$ cat src/pkg/scs_map.svh
// Offsets, field positions, reset values and timing counts of the conversion sequencer.
`ifndef SCS_MAP_SVH
`define SCS_MAP_SVH

// ----------------------------------------------------------------------------
// Clock and timing
// ----------------------------------------------------------------------------
`define SCS_CLK_NS 5
`define SCS_T_HALF_NS 870
`define SCS_T_STATUS_NS 40
`define SCS_T_SERIAL_VALID_NS 200
`define SCS_T_CONV12_US 25
`define SCS_T_CONV10_US 21
`define SCS_T_CONV8_US 17
`define SCS_HALF_CYC (`SCS_T_HALF_NS / `SCS_CLK_NS)
`define SCS_STATUS_CYC ((`SCS_T_STATUS_NS + `SCS_CLK_NS - 1) / `SCS_CLK_NS)

// ----------------------------------------------------------------------------
// Conversion geometry
// ----------------------------------------------------------------------------
`define SCS_NBITS 12
`define SCS_LAST_STEP 12

// ----------------------------------------------------------------------------
// Register map
// ----------------------------------------------------------------------------
`define SCS_ADDR_W 8
`define SCS_OFS_CTRL 8'h00
`define SCS_OFS_STATUS 8'h04
`define SCS_OFS_RESULT 8'h08
`define SCS_CTRL_START 0
`define SCS_CTRL_PIN_EN 1
`define SCS_STATUS_BUSY 0
`define SCS_STATUS_DONE 1
`define SCS_CTRL_PIN_EN_RST 1'b1
`define SCS_RESP_OKAY 2'h0
`define SCS_RESP_SLVERR 2'h2

`endif

$ cat src/pkg/scs_pkg.sv
// Types shared by the conversion sequencer and its bench.
`include "scs_map.svh"

package scs_pkg;

    // ------------------------------------------------------------------------
    // Sequencer states
    // ------------------------------------------------------------------------
    typedef enum logic [1:0] {
        SCS_IDLE,
        SCS_ARMED,
        SCS_CLK_LOW,
        SCS_CLK_HIGH
    } scs_state_t;

    // ------------------------------------------------------------------------
    // AXI4-Lite carriers
    // ------------------------------------------------------------------------
    typedef struct packed {
        logic [`SCS_ADDR_W-1:0] awaddr;
        logic awvalid;
        logic [31:0] wdata;
        logic [3:0] wstrb;
        logic wvalid;
        logic bready;
        logic [`SCS_ADDR_W-1:0] araddr;
        logic arvalid;
        logic rready;
    } scs_axi_req_t;

    typedef struct packed {
        logic awready;
        logic wready;
        logic [1:0] bresp;
        logic bvalid;
        logic arready;
        logic [31:0] rdata;
        logic [1:0] rresp;
        logic rvalid;
    } scs_axi_rsp_t;

    // ------------------------------------------------------------------------
    // Converter pins driven by the sequencer
    // ------------------------------------------------------------------------
    typedef struct packed {
        logic [`SCS_NBITS-1:0] approx_register;
        logic msb_inv;
        logic serial;
        logic bit_clk;
        logic busy;
    } scs_pins_t;

endpackage

$ cat src/design/scs_sequencer.sv
// Successive-approximation conversion sequencer with an AXI4-Lite register port.
`timescale 1ns/1ps

// Summary of operation
// A 12-bit approximation register drives parallel outputs and feedback inputs directly.
// Bits are trialled one at a time, MSB first, kept or rejected by comparator.
// A trigger sets busy and releases the gated clock for 13 cycles.
// Trigger rise initialises register and busy; trigger fall releases the clock.
// First clock step drives bit 1 low and bits 2 to 12 high.
// Step n records bit n decision and drives bit n+1 low, ending at 12.
// Busy clears 40 ns after the final decision, marking valid output.
// Clearing busy holds the clock output low until the next conversion.
// Serial and parallel bits change on the same rising edge; stable at falls.
// Parallel and serial results are complemented.
// Parallel output gives offset binary, inverted MSB output gives two's complement.
// Serial coding is complemented straight or offset binary.
// Serial output sends one NRZ bit per clock cycle, MSB first.
// Serial data is valid within 200 ns of each rising clock edge.
// A full conversion produces exactly 13 falling clock edges.
// The receiver shifts on falling edges; its first shifted bit is invalid.
// An active short-cycle input ends conversion after bits so far.
// Short-cycle fed from bit 11 gives 10 bits; busy clears 40 ns after bit 10.
// Short-cycle held high gives a full 12-bit conversion.
// Conversion time stays within 25, 21 and 17 microseconds.
// The host may latch parallel data on the falling edge of busy.
// With a continuous external clock the host synchronises the trigger.
// Comparator is a synchronous input sampled at each decision; high keeps.

module scs_sequencer (
    // Clock and reset.
    input wire logic ref_clk,
    input wire logic rst,
    // Register port.
    input wire scs_pkg::scs_axi_req_t axi_req,
    output scs_pkg::scs_axi_rsp_t axi_rsp,
    // Converter inputs.
    input wire logic convert_start,
    input wire logic comparator,
    input wire logic short_cycle_n,
    // Converter outputs.
    output scs_pkg::scs_pins_t pins
);
    import scs_pkg::*;

    // ------------------------------------------------------------------------
    // State
    // ------------------------------------------------------------------------
    typedef struct packed {
        scs_state_t state;
        logic [8:0] cnt;
        logic [3:0] step;
        logic [2:0] trig_sync;
        logic trig_lvl;
        logic [2:0] short_sync;
        logic short_lvl;
        scs_pins_t pins;
        logic [`SCS_NBITS-1:0] result;
        logic [3:0] result_bits;
        logic done;
        logic pin_en;
        logic sw_start;
        logic aw_got;
        logic [`SCS_ADDR_W-1:0] aw_addr;
        logic w_got;
        logic [31:0] w_data;
        logic [3:0] w_strb;
        scs_axi_rsp_t rsp;
    } scs_regs_t;

    scs_regs_t s;
    scs_regs_t next_s;

    // ------------------------------------------------------------------------
    // Next-state logic
    // ------------------------------------------------------------------------

    // Computes the whole next state of the block.
    always_comb begin
        logic trig_rise;
        logic trig_fall;
        logic start_now;
        logic wr_fire;
        logic rd_fire;
        logic [3:0] idx;
        trig_rise = 1'b0;
        trig_fall = 1'b0;
        start_now = 1'b0;
        wr_fire = 1'b0;
        rd_fire = 1'b0;
        idx = 4'h0;
        next_s = s;

        // Pin inputs pass three flops; a level counts once stages two and three agree.
        next_s.trig_sync = {s.trig_sync[1:0], convert_start};
        next_s.short_sync = {s.short_sync[1:0], short_cycle_n};
        if (s.trig_sync[1] == s.trig_sync[2]) begin
            next_s.trig_lvl = s.trig_sync[2];
            trig_rise = s.trig_sync[2] && !s.trig_lvl && s.pin_en;
            trig_fall = !s.trig_sync[2] && s.trig_lvl;
        end
        if (s.short_sync[1] == s.short_sync[2]) begin
            next_s.short_lvl = s.short_sync[2];
        end

        // A software start behaves as a trigger pulse whose trailing edge is immediate.
        next_s.sw_start = 1'b0;
        start_now = trig_rise || s.sw_start;

        // Sequencer.
        case (s.state)
            SCS_IDLE, SCS_ARMED, SCS_CLK_LOW: begin
                if (s.state == SCS_ARMED && trig_fall) begin
                    next_s.state = SCS_CLK_LOW;
                    next_s.cnt = 9'h000;
                end else if (s.state == SCS_CLK_LOW) begin
                    next_s.cnt = s.cnt + 9'h001;
                    // The half period sets the whole conversion time. Twelve and a half
                    // periods plus the status delay must stay inside the longest
                    // allowed conversion, so a half period above 998.4 ns breaks the
                    // timing budget even though every bit still comes out right.
                    if (s.cnt == 9'(`SCS_HALF_CYC - 1)) begin
                        // Rising edge of the gated clock: t0 to t12.
                        next_s.state = SCS_CLK_HIGH;
                        next_s.cnt = 9'h000;
                        next_s.pins.bit_clk = 1'b1;
                        if (s.step == 4'h0) begin
                            // Complemented MSB trial value.
                            next_s.pins.approx_register = {1'b0, {(`SCS_NBITS-1){1'b1}}};
                            next_s.pins.msb_inv = 1'b1;
                        end else begin
                            idx = 4'(`SCS_NBITS) - s.step;
                            // High comparator keeps the trial bit, which reads low.
                            next_s.pins.approx_register[idx] = !comparator;
                            next_s.pins.serial = !comparator;
                            if (s.step < 4'(`SCS_LAST_STEP)) begin
                                next_s.pins.approx_register[idx - 4'h1] = 1'b0;
                            end
                            if (s.step == 4'h1) begin
                                next_s.pins.msb_inv = comparator;
                            end
                        end
                    end
                end
            end
            SCS_CLK_HIGH: begin
                next_s.cnt = s.cnt + 9'h001;
                if (s.cnt == 9'(`SCS_STATUS_CYC - 1) && (s.step == 4'(`SCS_LAST_STEP)
                        || (s.step != 4'h0 && !s.short_lvl))) begin
                    // End of conversion: busy drops and the clock is forced low.
                    next_s.state = SCS_IDLE;
                    next_s.pins.busy = 1'b0;
                    next_s.pins.bit_clk = 1'b0;
                    next_s.result = s.pins.approx_register;
                    next_s.result_bits = s.step;
                    next_s.done = 1'b1;
                end else if (s.cnt == 9'(`SCS_HALF_CYC - 1)) begin
                    // Falling edge of the gated clock; serial data holds across it.
                    next_s.state = SCS_CLK_LOW;
                    next_s.cnt = 9'h000;
                    next_s.pins.bit_clk = 1'b0;
                    next_s.step = s.step + 4'h1;
                end
            end
            default: begin
                next_s.state = SCS_IDLE;
            end
        endcase

        // A trigger restarts the sequence from any state.
        if (start_now) begin
            next_s.state = s.sw_start ? SCS_CLK_LOW : SCS_ARMED;
            next_s.cnt = 9'h000;
            next_s.step = 4'h0;
            next_s.pins.approx_register = {`SCS_NBITS{1'b1}};
            next_s.pins.msb_inv = 1'b0;
            next_s.pins.busy = 1'b1;
            next_s.pins.bit_clk = 1'b0;
        end

        // Write address and data are taken independently, answered together.
        if (axi_req.awvalid && s.rsp.awready) begin
            next_s.aw_got = 1'b1;
            next_s.aw_addr = axi_req.awaddr;
        end
        if (axi_req.wvalid && s.rsp.wready) begin
            next_s.w_got = 1'b1;
            next_s.w_data = axi_req.wdata;
            next_s.w_strb = axi_req.wstrb;
        end
        if (s.rsp.bvalid && axi_req.bready) begin
            next_s.rsp.bvalid = 1'b0;
        end
        wr_fire = s.aw_got && s.w_got && !s.rsp.bvalid;
        if (wr_fire) begin
            next_s.aw_got = 1'b0;
            next_s.w_got = 1'b0;
            next_s.rsp.bvalid = 1'b1;
            next_s.rsp.bresp = `SCS_RESP_OKAY;
            case (s.aw_addr)
                `SCS_OFS_CTRL: begin
                    if (s.w_strb[0]) begin
                        next_s.sw_start = s.w_data[`SCS_CTRL_START];
                        next_s.pin_en = s.w_data[`SCS_CTRL_PIN_EN];
                    end
                end
                `SCS_OFS_STATUS: begin
                    if (s.w_strb[0] && s.w_data[`SCS_STATUS_DONE]) begin
                        next_s.done = 1'b0;
                    end
                end
                `SCS_OFS_RESULT: begin
                end
                default: begin
                    next_s.rsp.bresp = `SCS_RESP_SLVERR;
                end
            endcase
        end
        // A completion in the same cycle as a clear keeps the done flag set.
        if (s.state == SCS_CLK_HIGH && next_s.state == SCS_IDLE) begin
            next_s.done = 1'b1;
        end
        next_s.rsp.awready = !next_s.aw_got && !next_s.rsp.bvalid;
        next_s.rsp.wready = !next_s.w_got && !next_s.rsp.bvalid;

        // Read channel: one read at a time, answered the cycle after it is taken.
        if (s.rsp.rvalid && axi_req.rready) begin
            next_s.rsp.rvalid = 1'b0;
        end
        rd_fire = axi_req.arvalid && s.rsp.arready;
        if (rd_fire) begin
            next_s.rsp.rvalid = 1'b1;
            next_s.rsp.rresp = `SCS_RESP_OKAY;
            next_s.rsp.rdata = 32'h00000000;
            case (axi_req.araddr)
                `SCS_OFS_CTRL: begin
                    next_s.rsp.rdata[`SCS_CTRL_PIN_EN] = s.pin_en;
                end
                `SCS_OFS_STATUS: begin
                    next_s.rsp.rdata[`SCS_STATUS_BUSY] = s.pins.busy;
                    next_s.rsp.rdata[`SCS_STATUS_DONE] = s.done;
                    next_s.rsp.rdata[7:4] = s.step;
                end
                `SCS_OFS_RESULT: begin
                    next_s.rsp.rdata[`SCS_NBITS-1:0] = s.result;
                    next_s.rsp.rdata[15:12] = s.result_bits;
                end
                default: begin
                    next_s.rsp.rresp = `SCS_RESP_SLVERR;
                end
            endcase
        end
        next_s.rsp.arready = !next_s.rsp.rvalid;
    end

    // ------------------------------------------------------------------------
    // State register
    // ------------------------------------------------------------------------

    // Registers the next state; reset parks the sequencer idle with the clock low.
    always_ff @(posedge ref_clk) begin
        if (rst) begin
            s <= '0;
            s.state <= SCS_IDLE;
            s.pins.approx_register <= {`SCS_NBITS{1'b1}};
            s.pins.serial <= 1'b1;
            s.result <= {`SCS_NBITS{1'b1}};
            s.pin_en <= `SCS_CTRL_PIN_EN_RST;
            s.short_lvl <= 1'b1;
            s.short_sync <= 3'h7;
        end else begin
            s <= next_s;
        end
    end

    // Outputs come straight from the state register.
    // No output passes through logic after the flops, so pins never glitch.
    assign pins = s.pins;
    assign axi_rsp = s.rsp;

endmodule // scs_sequencer

$ cat config.mk
export PLATFORM = sky130hd
export DESIGN_NAME = scs_sequencer
export DESIGN_NICKNAME = d
export VERILOG_FILES = /design/src/pkg/scs_pkg.sv /design/src/design/scs_sequencer.sv
export VERILOG_INCLUDE_DIRS = /design/src /design/src/pkg
export SDC_FILE = /design/constraint.sdc
export NUM_CORES = 1
export LEC_CHECK = 0
export BUFFER_PORTS_ARGS = -buffer_cell sky130_fd_sc_hd__buf_2
export CORE_MARGIN = 2
export CORE_UTILIZATION = 25
export DETAILED_ROUTE_END_ITERATION = 16
export HOLD_SLACK_MARGIN = 0.1
export PLACE_DENSITY = 0.47
export SYNTH_ARGS = -nofsm -noshare
export SYNTH_HDL_FRONTEND = slang
export SYNTH_SLANG_ARGS = --single-unit
$ cat constraint.sdc
create_clock -name ref_clk -period 5.4 [get_ports ref_clk]
set_input_delay 0.27 -clock ref_clk [delete_from_list [all_inputs] [get_ports ref_clk]]
set_output_delay 0.27 -clock ref_clk [all_outputs]
set_load 0.05 [all_outputs]
## After elaboration in Yosys (flattened, before gate mapping)

Cells that the tools add are included.

| word-level totals | value |
|---|---|
| register bits after elaboration | 129 |
| input bits | 62 |
| output and inout port bits | 57 |
| word-level logic and storage cells | 166 |

| operators by class | value |
|---|---|
| $add $sub $neg | 4 |
| magnitude comparators | 5 |
| eq/ne operators | 18 |
| mux-type cells | 49 |
| bitwise logic cells | 8 |
| reductions and logical operators | 52 |

Operators by type and width:

| cell | count |
|---|---|
| 37-bit two-way mux | 1 |
| 18-bit two-way mux | 2 |
| 11-bit two-way mux | 3 |
| 15-bit two-way mux | 2 |
| 13-bit two-way mux | 2 |
| 11-bit case mux with 2 select lines | 1 |
| 1-bit logical AND | 19 |
| 1-bit two-way mux | 19 |
| 8-bit by 3-bit == test with 1-bit output (second input constant) | 2 |
| 8-bit by 4-bit == test with 1-bit output (second input constant) | 2 |
| 8-bit zero test | 2 |
| 2-bit two-way mux | 7 |
| 12-bit AND | 1 |
| 12-bit bitwise mux | 1 |
| 12-bit two-way mux | 1 |
| 12-bit NOT | 1 |
| 4-bit by 5-bit less-than comparator with 1-bit output (second input constant) | 2 |
| 5-bit AND reduction | 2 |
| 9-bit by 1-bit adder with 9-bit output (second input constant) | 1 |
| 9-bit by 3-bit == test with 1-bit output (second input constant) | 1 |
| 9-bit by 8-bit == test with 1-bit output (second input constant) | 1 |
| 1-bit zero test | 9 |
| 9-bit two-way mux | 1 |
| 3-bit OR reduction | 3 |
| 29 further kinds | 50 |

## Depth between registers and ports, before layout

| logic depth | value |
|---|---|
| depth after elaboration | 11 |
| mapped depth | 10 |

## Worst setup path before layout

OpenSTA, ideal clock, no wires.

| timing | value |
|---|---|
| path type | register to register |
| from | register s[130] in the netlist's numbering |
| to | register, netlist name pins[10] |
| library setup time | 144 ps |
| arrival | 2082 ps |
| required time | 5256 ps |
| slack | 3174 ps |
| stages on the path, launching flop included | 9 |
| buffers on the path | 1 |
| period minus slack after synthesis | 2226 ps |
| path through | dfxtp_1 > clkbuf_1 > inv_1 > ha_1 > or4b_2 > o21ai_0 > a32o_1 > and3_1 > o221ai_1 |

| on the way | value |
|---|---|
| longest elaborated chain between the ends | 10 |
| elaborated cells between the ends (all ways) | 19 |

RTL lines:

| item | RTL line | text |
|---|---|---|
| from (decl) | scs_sequencer.sv:70 | `scs_regs_t s;` |
| from (signal assigned) | scs_sequencer.sv:271 | `s <= next_s;` |
| 4-bit subtractor | scs_sequencer.sv:131 | `` idx = 4'(`SCS_NBITS) - s.step; `` |
| 4-bit by 1-bit subtractor with 4-bit output | scs_sequencer.sv:136 | `next_s.pins.approx_register[idx - 4'h1] = 1'b0;` |
| 4-bit by 5-bit less-than comparator with 1-bit output (implied by the code) or 4-bit by 1-bit >= comparator with 1-bit output (tied branches) | scs_sequencer.sv:136 |  |
| 1-bit logical AND (implied by the code) | scs_sequencer.sv:136 |  |
| 1-bit two-way mux (implied by the code) | scs_sequencer.sv:136 |  |
| 1-bit demux with 4-bit select | scs_sequencer.sv:136 |  |
| 12-bit NOT (no source line) | - |  |
| 12-bit AND (no source line) | - |  |
| 12-bit two-way mux | scs_sequencer.sv:135 | `` if (s.step < 4'(`SCS_LAST_STEP)) begin `` |
| 13-bit two-way mux (*) | scs_sequencer.sv:126 | `if (s.step == 4'h0) begin` |

Mark *: on every way between the ends. The rest lies on a longest branch, timed or not.
A chain may end at the register's enable or synchronous reset.

## Worst setup path after layout

| timing | value |
|---|---|
| from | register s[130] in the netlist's numbering |
| to | register s[105] in the netlist's numbering |

| on the way | value |
|---|---|
| longest elaborated chain between the ends | 5 |
| elaborated cells between the ends (all ways) | 6 |

RTL lines:

| item | RTL line | text |
|---|---|---|
| 4-bit nonzero test | scs_sequencer.sv:148 | `\|\| (s.step != 4'h0 && !s.short_lvl))) begin` |
| 1-bit logical AND | scs_sequencer.sv:148 |  |
| 1-bit logical OR (*) | scs_sequencer.sv:147 | `` if (s.cnt == 9'(`SCS_STATUS_CYC - 1) && (s.step == 4'(`SCS_LAST_STEP) `` |
| 1-bit logical AND (*) | scs_sequencer.sv:147 |  |
| 2-bit AND reduction (no source line) (*) | - |  |

Marked as above.

==> impl_metrics.json <==
{
  "status": "finished, final reports clean",
  "via_count_of_the_first_global_routing_pass": 3377,
  "wire_per_inst_um": 13.61,
  "post_layout_instance_count_excluding_filler_cells": 771,
  "worstPathArrival_ns": 3.24,
  "fp.dieH_um": 138.7,
  "largest_family_of_logic_cells_by_synthesized_area": "simple AND/OR/NAND/NOR gates",
  "synthFlopType": "sky130_fd_sc_hd__dfxtp_1",
  "setup.worst_path.end_class": "flop",
  "final.setup.tns_ns": 0,
  "tritoncts": "yes",
  "pre_cts_slack_ns": 2.424,
  "clock_network_latency_to_the_later_pin_of_the_worst_skew_pair_ns": 0.34,
  "cts.root.buffer_cell": "sky130_fd_sc_hd__clkbuf_16",
  "cts_setup_buffers": 0,
  "period_share": 0.5564,
  "finalHoldViolations": 0,
  "synth_simple_gate_area_frac": 0.2256,
  "place_inst": 755,
  "p_leak_nw": 2.062,
  "finalClockSkew_ns": 0.004586,
  "report.final.setup_viol": 0,
  "startpoint_type": "flop",
  "die_width_um": 138.7,
  "maximum_number_of_pins_on_one_net_before_global_route_repair": 69,
  "cp.required_ns": 5.63,
  "fin_crit_ns": 3.004,
  "synth_compound_area_frac": 0.1423,
  "max_slew.worst_pin.slew_ns": 1.034,
  "report.final.slew_viol_count": 0,
  "async_flop_share": 0,
  "fin_nets": 609,
  "timing_worst_setup_path_type": "flop to flop",
  "tritoncts_buffers": 9,
  "timing.critical_path.to": "s[105]",
  "finalWirelength_um": 10490,
  "grt_util_met3": 0.03488,
  "yosys.area_share.adder": 0.02758,
  "ios": 119,
  "switching_share": 0.2455,
  "postRouteAntennaNets": 0,
  "synth.lib_cells_used.distinct": 51,
  "layout-drive-gt1-share": 0.1734,
  "hold_class": "input port to flop",
  "power.share.combinational": 0.069,
  "detailedRoute.firstPassIterationCount": 4,
  "maximum_vdd_drop_v": 0.0001668,
  "wire_length_of_the_first_global_routing_pass_um": 17350,
  "critPathMaxFanout": 20,
  "yosys_reg_bits": 94,
  "cts_resized": 0,
  "yosysWarningCount": 0,
  "path_clk_slew_ns": 0.07,
  "gr-max-usage-layer": "met2",
  "place.gp.congestion": 0.8176,
  "ff2ff_setup_slack_ns": 2.40,
  "grt_remaining_overflow": 0,
  "syn_area_per_cell_um2": 8.691,
  "grt_util_met2": 0.1655,
  "slew_headroom": 0.3090,
  "seqPwrFrac": 0.491,
  "synthDominantCellAreaShare": 0.4148,
  "grt_setup_unrepaired": "false",
  "portBuffers": 67,
  "yosys-top-cells-area": "sky130_fd_sc_hd__dfxtp_1 41%, sky130_fd_sc_hd__buf_4 9.6%, sky130_fd_sc_hd__nor2_1 4.5%, sky130_fd_sc_hd__mux2i_1 4.2%, sky130_fd_sc_hd__nand2_1 3.9%",
  "seq_total_area_yosys": 0.4148,
  "first_iter_violations": 185,
  "synth_top_area_cell": "sky130_fd_sc_hd__dfxtp_1",
  "count_of_flip_flops_with_a_built_in_enable_after_synthesis": 0,
  "cts_max_path_buffers": 2,
  "power-per-cell-area_nw_per_um2": 289.6,
  "area_delta_synth_final_pct": 10.18,
  "drv.max_cap_violation_count": 0,
  "cts.sinks": 94,
  "reg2reg_depth": 5,
  "syn-instance-count": 522,
  "grt_usage": 0.1090,
  "ctsHoldBuffers": 0,
  "design.die.area_um2": 19240,
  "hpwl_um": 7507,
  "vias": 3535,
  "synth.mux.area_fraction": 0.04192,
  "fraction_of_synthesized_cell_area_in_xor_and_xnor_cells": 0.02124,
  "p_sw_uw": 355.4,
  "clockPowerShare": 0.441,
  "met1_usage": 0.1473,
  "crit-reg2reg-launch": "s[130]",
  "clock_tree.htree_level_count": 3,
  "final_core_utilization": 0.2792,
  "post_synth_instance_area_um2": 4537,
  "critical_path_launch_point": "s[130]",
  "placement_rows": 49,
  "fmax_mhz": 332.8,
  "diodes": 0,
  "intPower_mw": 1.092,
  "vias_per_cell": 4.585,
  "r2r_end": "s[105]",
  "layout_setup_ws_ns": 2.396,
  "initial_core_utilization": 0.2534,
  "antenna_violations_before_repair": 1,
  "fin_total_pwr_mw": 1.448,
  "core_outline_area_um2": 17900,
  "drc": 0
}
metrics by stage:
step / hold WS [ns] / area [µm²]
floorplan: 0.3738 / 4601
global placement: 0.3964 / 4701
detailed placement: 0.3965 / 4701
CTS: 0.1014 / 4999
global route: 0.1075 / 4999
finish: 0.1094 / 4999
power groups by stage:
| stage | Combinational, mW | Clock, mW | Sequential (mW) |
|---|---|---|---|
| 3_3_place_gp | 0.0988 | 0 | 0.726 |
| 2_1_floorplan | 0.0912 | 0 | 0.725 |
| 4_1_cts | 0.100 | 0.661 | 0.710 |
| 3_5_place_dp | 0.0998 | 0 | 0.726 |
| 6_report | 0.0993 | 0.638 | 0.711 |
| 5_1_grt | 0.108 | 0.688 | 0.712 |
cell usage in the layout, fill, tap and decap left out, types with 2 or more instances in the layout:
cell and count:
sky130_fd_sc_hd__inv_6 2, sky130_fd_sc_hd__nor3_1 11, sky130_fd_sc_hd__conb_1 18, sky130_fd_sc_hd__or4b_1 3
sky130_fd_sc_hd__xnor2_1 3, sky130_fd_sc_hd__a21o_1 10, sky130_fd_sc_hd__nand3_1 15, sky130_fd_sc_hd__nand4b_1 2
sky130_fd_sc_hd__nor3b_1 3, sky130_fd_sc_hd__nand4_1 5, sky130_fd_sc_hd__or2_2 4, sky130_fd_sc_hd__nand2_1 47
sky130_fd_sc_hd__a211oi_1 3, sky130_fd_sc_hd__a31oi_1 4, sky130_fd_sc_hd__nor2_1 54, sky130_fd_sc_hd__xor2_1 8
sky130_fd_sc_hd__a211o_1 2, sky130_fd_sc_hd__nor2b_1 8, sky130_fd_sc_hd__dfxtp_1 94, sky130_fd_sc_hd__a21oi_1 26
sky130_fd_sc_hd__inv_1 9, sky130_fd_sc_hd__nor4_1 5, sky130_fd_sc_hd__mux2i_1 19, sky130_fd_sc_hd__ha_1 10
sky130_fd_sc_hd__buf_2 67, sky130_fd_sc_hd__and2_1 2, sky130_fd_sc_hd__clkinv_2 2, sky130_fd_sc_hd__clkbuf_16 9
sky130_fd_sc_hd__buf_4 2, sky130_fd_sc_hd__o21ai_0 14, sky130_fd_sc_hd__and3_1 13, sky130_fd_sc_hd__a22oi_1 15
sky130_fd_sc_hd__o221ai_1 9, sky130_fd_sc_hd__nand2b_1 19, sky130_fd_sc_hd__o211ai_1 3, sky130_fd_sc_hd__and4_1 3
sky130_fd_sc_hd__a41oi_1 2
Yosys cell counts (2+ instances only):
master,n
sky130_fd_sc_hd__and4_1,3
sky130_fd_sc_hd__nor2b_1,8
sky130_fd_sc_hd__a211oi_1,3
sky130_fd_sc_hd__a211o_1,2
sky130_fd_sc_hd__nand4b_1,2
sky130_fd_sc_hd__xor2_1,8
sky130_fd_sc_hd__buf_4,58
sky130_fd_sc_hd__o21ai_0,14
sky130_fd_sc_hd__a41oi_1,2
sky130_fd_sc_hd__inv_1,9
sky130_fd_sc_hd__a31oi_1,4
sky130_fd_sc_hd__nor3b_1,3
sky130_fd_sc_hd__nor4_1,5
sky130_fd_sc_hd__a21o_1,10
sky130_fd_sc_hd__mux2i_1,19
sky130_fd_sc_hd__dfxtp_1,94
sky130_fd_sc_hd__nand3_1,15
sky130_fd_sc_hd__buf_2,3
sky130_fd_sc_hd__nor3_1,11
sky130_fd_sc_hd__or4b_1,3
sky130_fd_sc_hd__ha_1,10
sky130_fd_sc_hd__nor2_1,54
sky130_fd_sc_hd__and3_1,13
sky130_fd_sc_hd__nand2b_1,19
sky130_fd_sc_hd__a22oi_1,15
sky130_fd_sc_hd__o211ai_1,3
sky130_fd_sc_hd__a21oi_1,26
sky130_fd_sc_hd__nand2_1,47
sky130_fd_sc_hd__nand4_1,5
sky130_fd_sc_hd__o221ai_1,9
sky130_fd_sc_hd__or2_2,4
sky130_fd_sc_hd__and2_1,2
sky130_fd_sc_hd__clkbuf_1,19
sky130_fd_sc_hd__xnor2_1,3
registers in the layout (all words and copies together) (netlist names):
| name | cells |
|---|---|
| next_s | 4 |
| axi_rsp | 23 |
| pins | 16 |
| s | 51 |
logic make-up (layout without fill, tap and decap cells):
logic type               Yosys count  in the layout
multiplexers                      19             19
adder cells (fa/ha/maj)           10             10
other                              1             18
flip-flops                        94             94
AND/OR/NAND/NOR                  200            200
AO/OA/AOI/OAI                     96             96
buffers and inverters             91             94
XOR/XNOR                          11             11
critical path, cell delays in order, from the launching register on:
cell and delay, ns:
sky130_fd_sc_hd__dfxtp_1 0.64, sky130_fd_sc_hd__inv_1 0.20, sky130_fd_sc_hd__ha_1 0.38, sky130_fd_sc_hd__a221oi_1 0.47
sky130_fd_sc_hd__nand2_1 0.71, sky130_fd_sc_hd__a211o_1 0.48
worst min-delay path by stage:
stage	from	endpoint	slack (ns)	depth (start not counted)
after detailed placement	next_s[124]	next_s[125]	0.40	1
after global routing	short_cycle_n	next_s[124]	0.11	2
after global placement	next_s[124]	next_s[125]	0.40	1
after CTS	short_cycle_n	next_s[124]	0.10	2
after floorplan	short_cycle_n	next_s[124]	0.37	1
final	short_cycle_n	next_s[124]	0.11	2
per-layer routing:
layer,vias up,part of all wire
li1,1778,-
met1,1651,0.48
met2,93,0.44
met3,13,0.066
met4,0,0.018
met5,-,0
area by class of cell:
class / count / area [µm²]
Sequential cell: 94 / 1882
Clock buffer: 10 / 229.0
Multi-Input combinational cell: 354 / 2148
Tap cell: 229 / 286.5
Clock inverter: 6 / 68.82
Fill cell: 1897 / 12900
Inverter: 9 / 33.78
Timing Repair Buffer: 69 / 350.3
No activity file was read; power rests on OpenSTA's default activity.
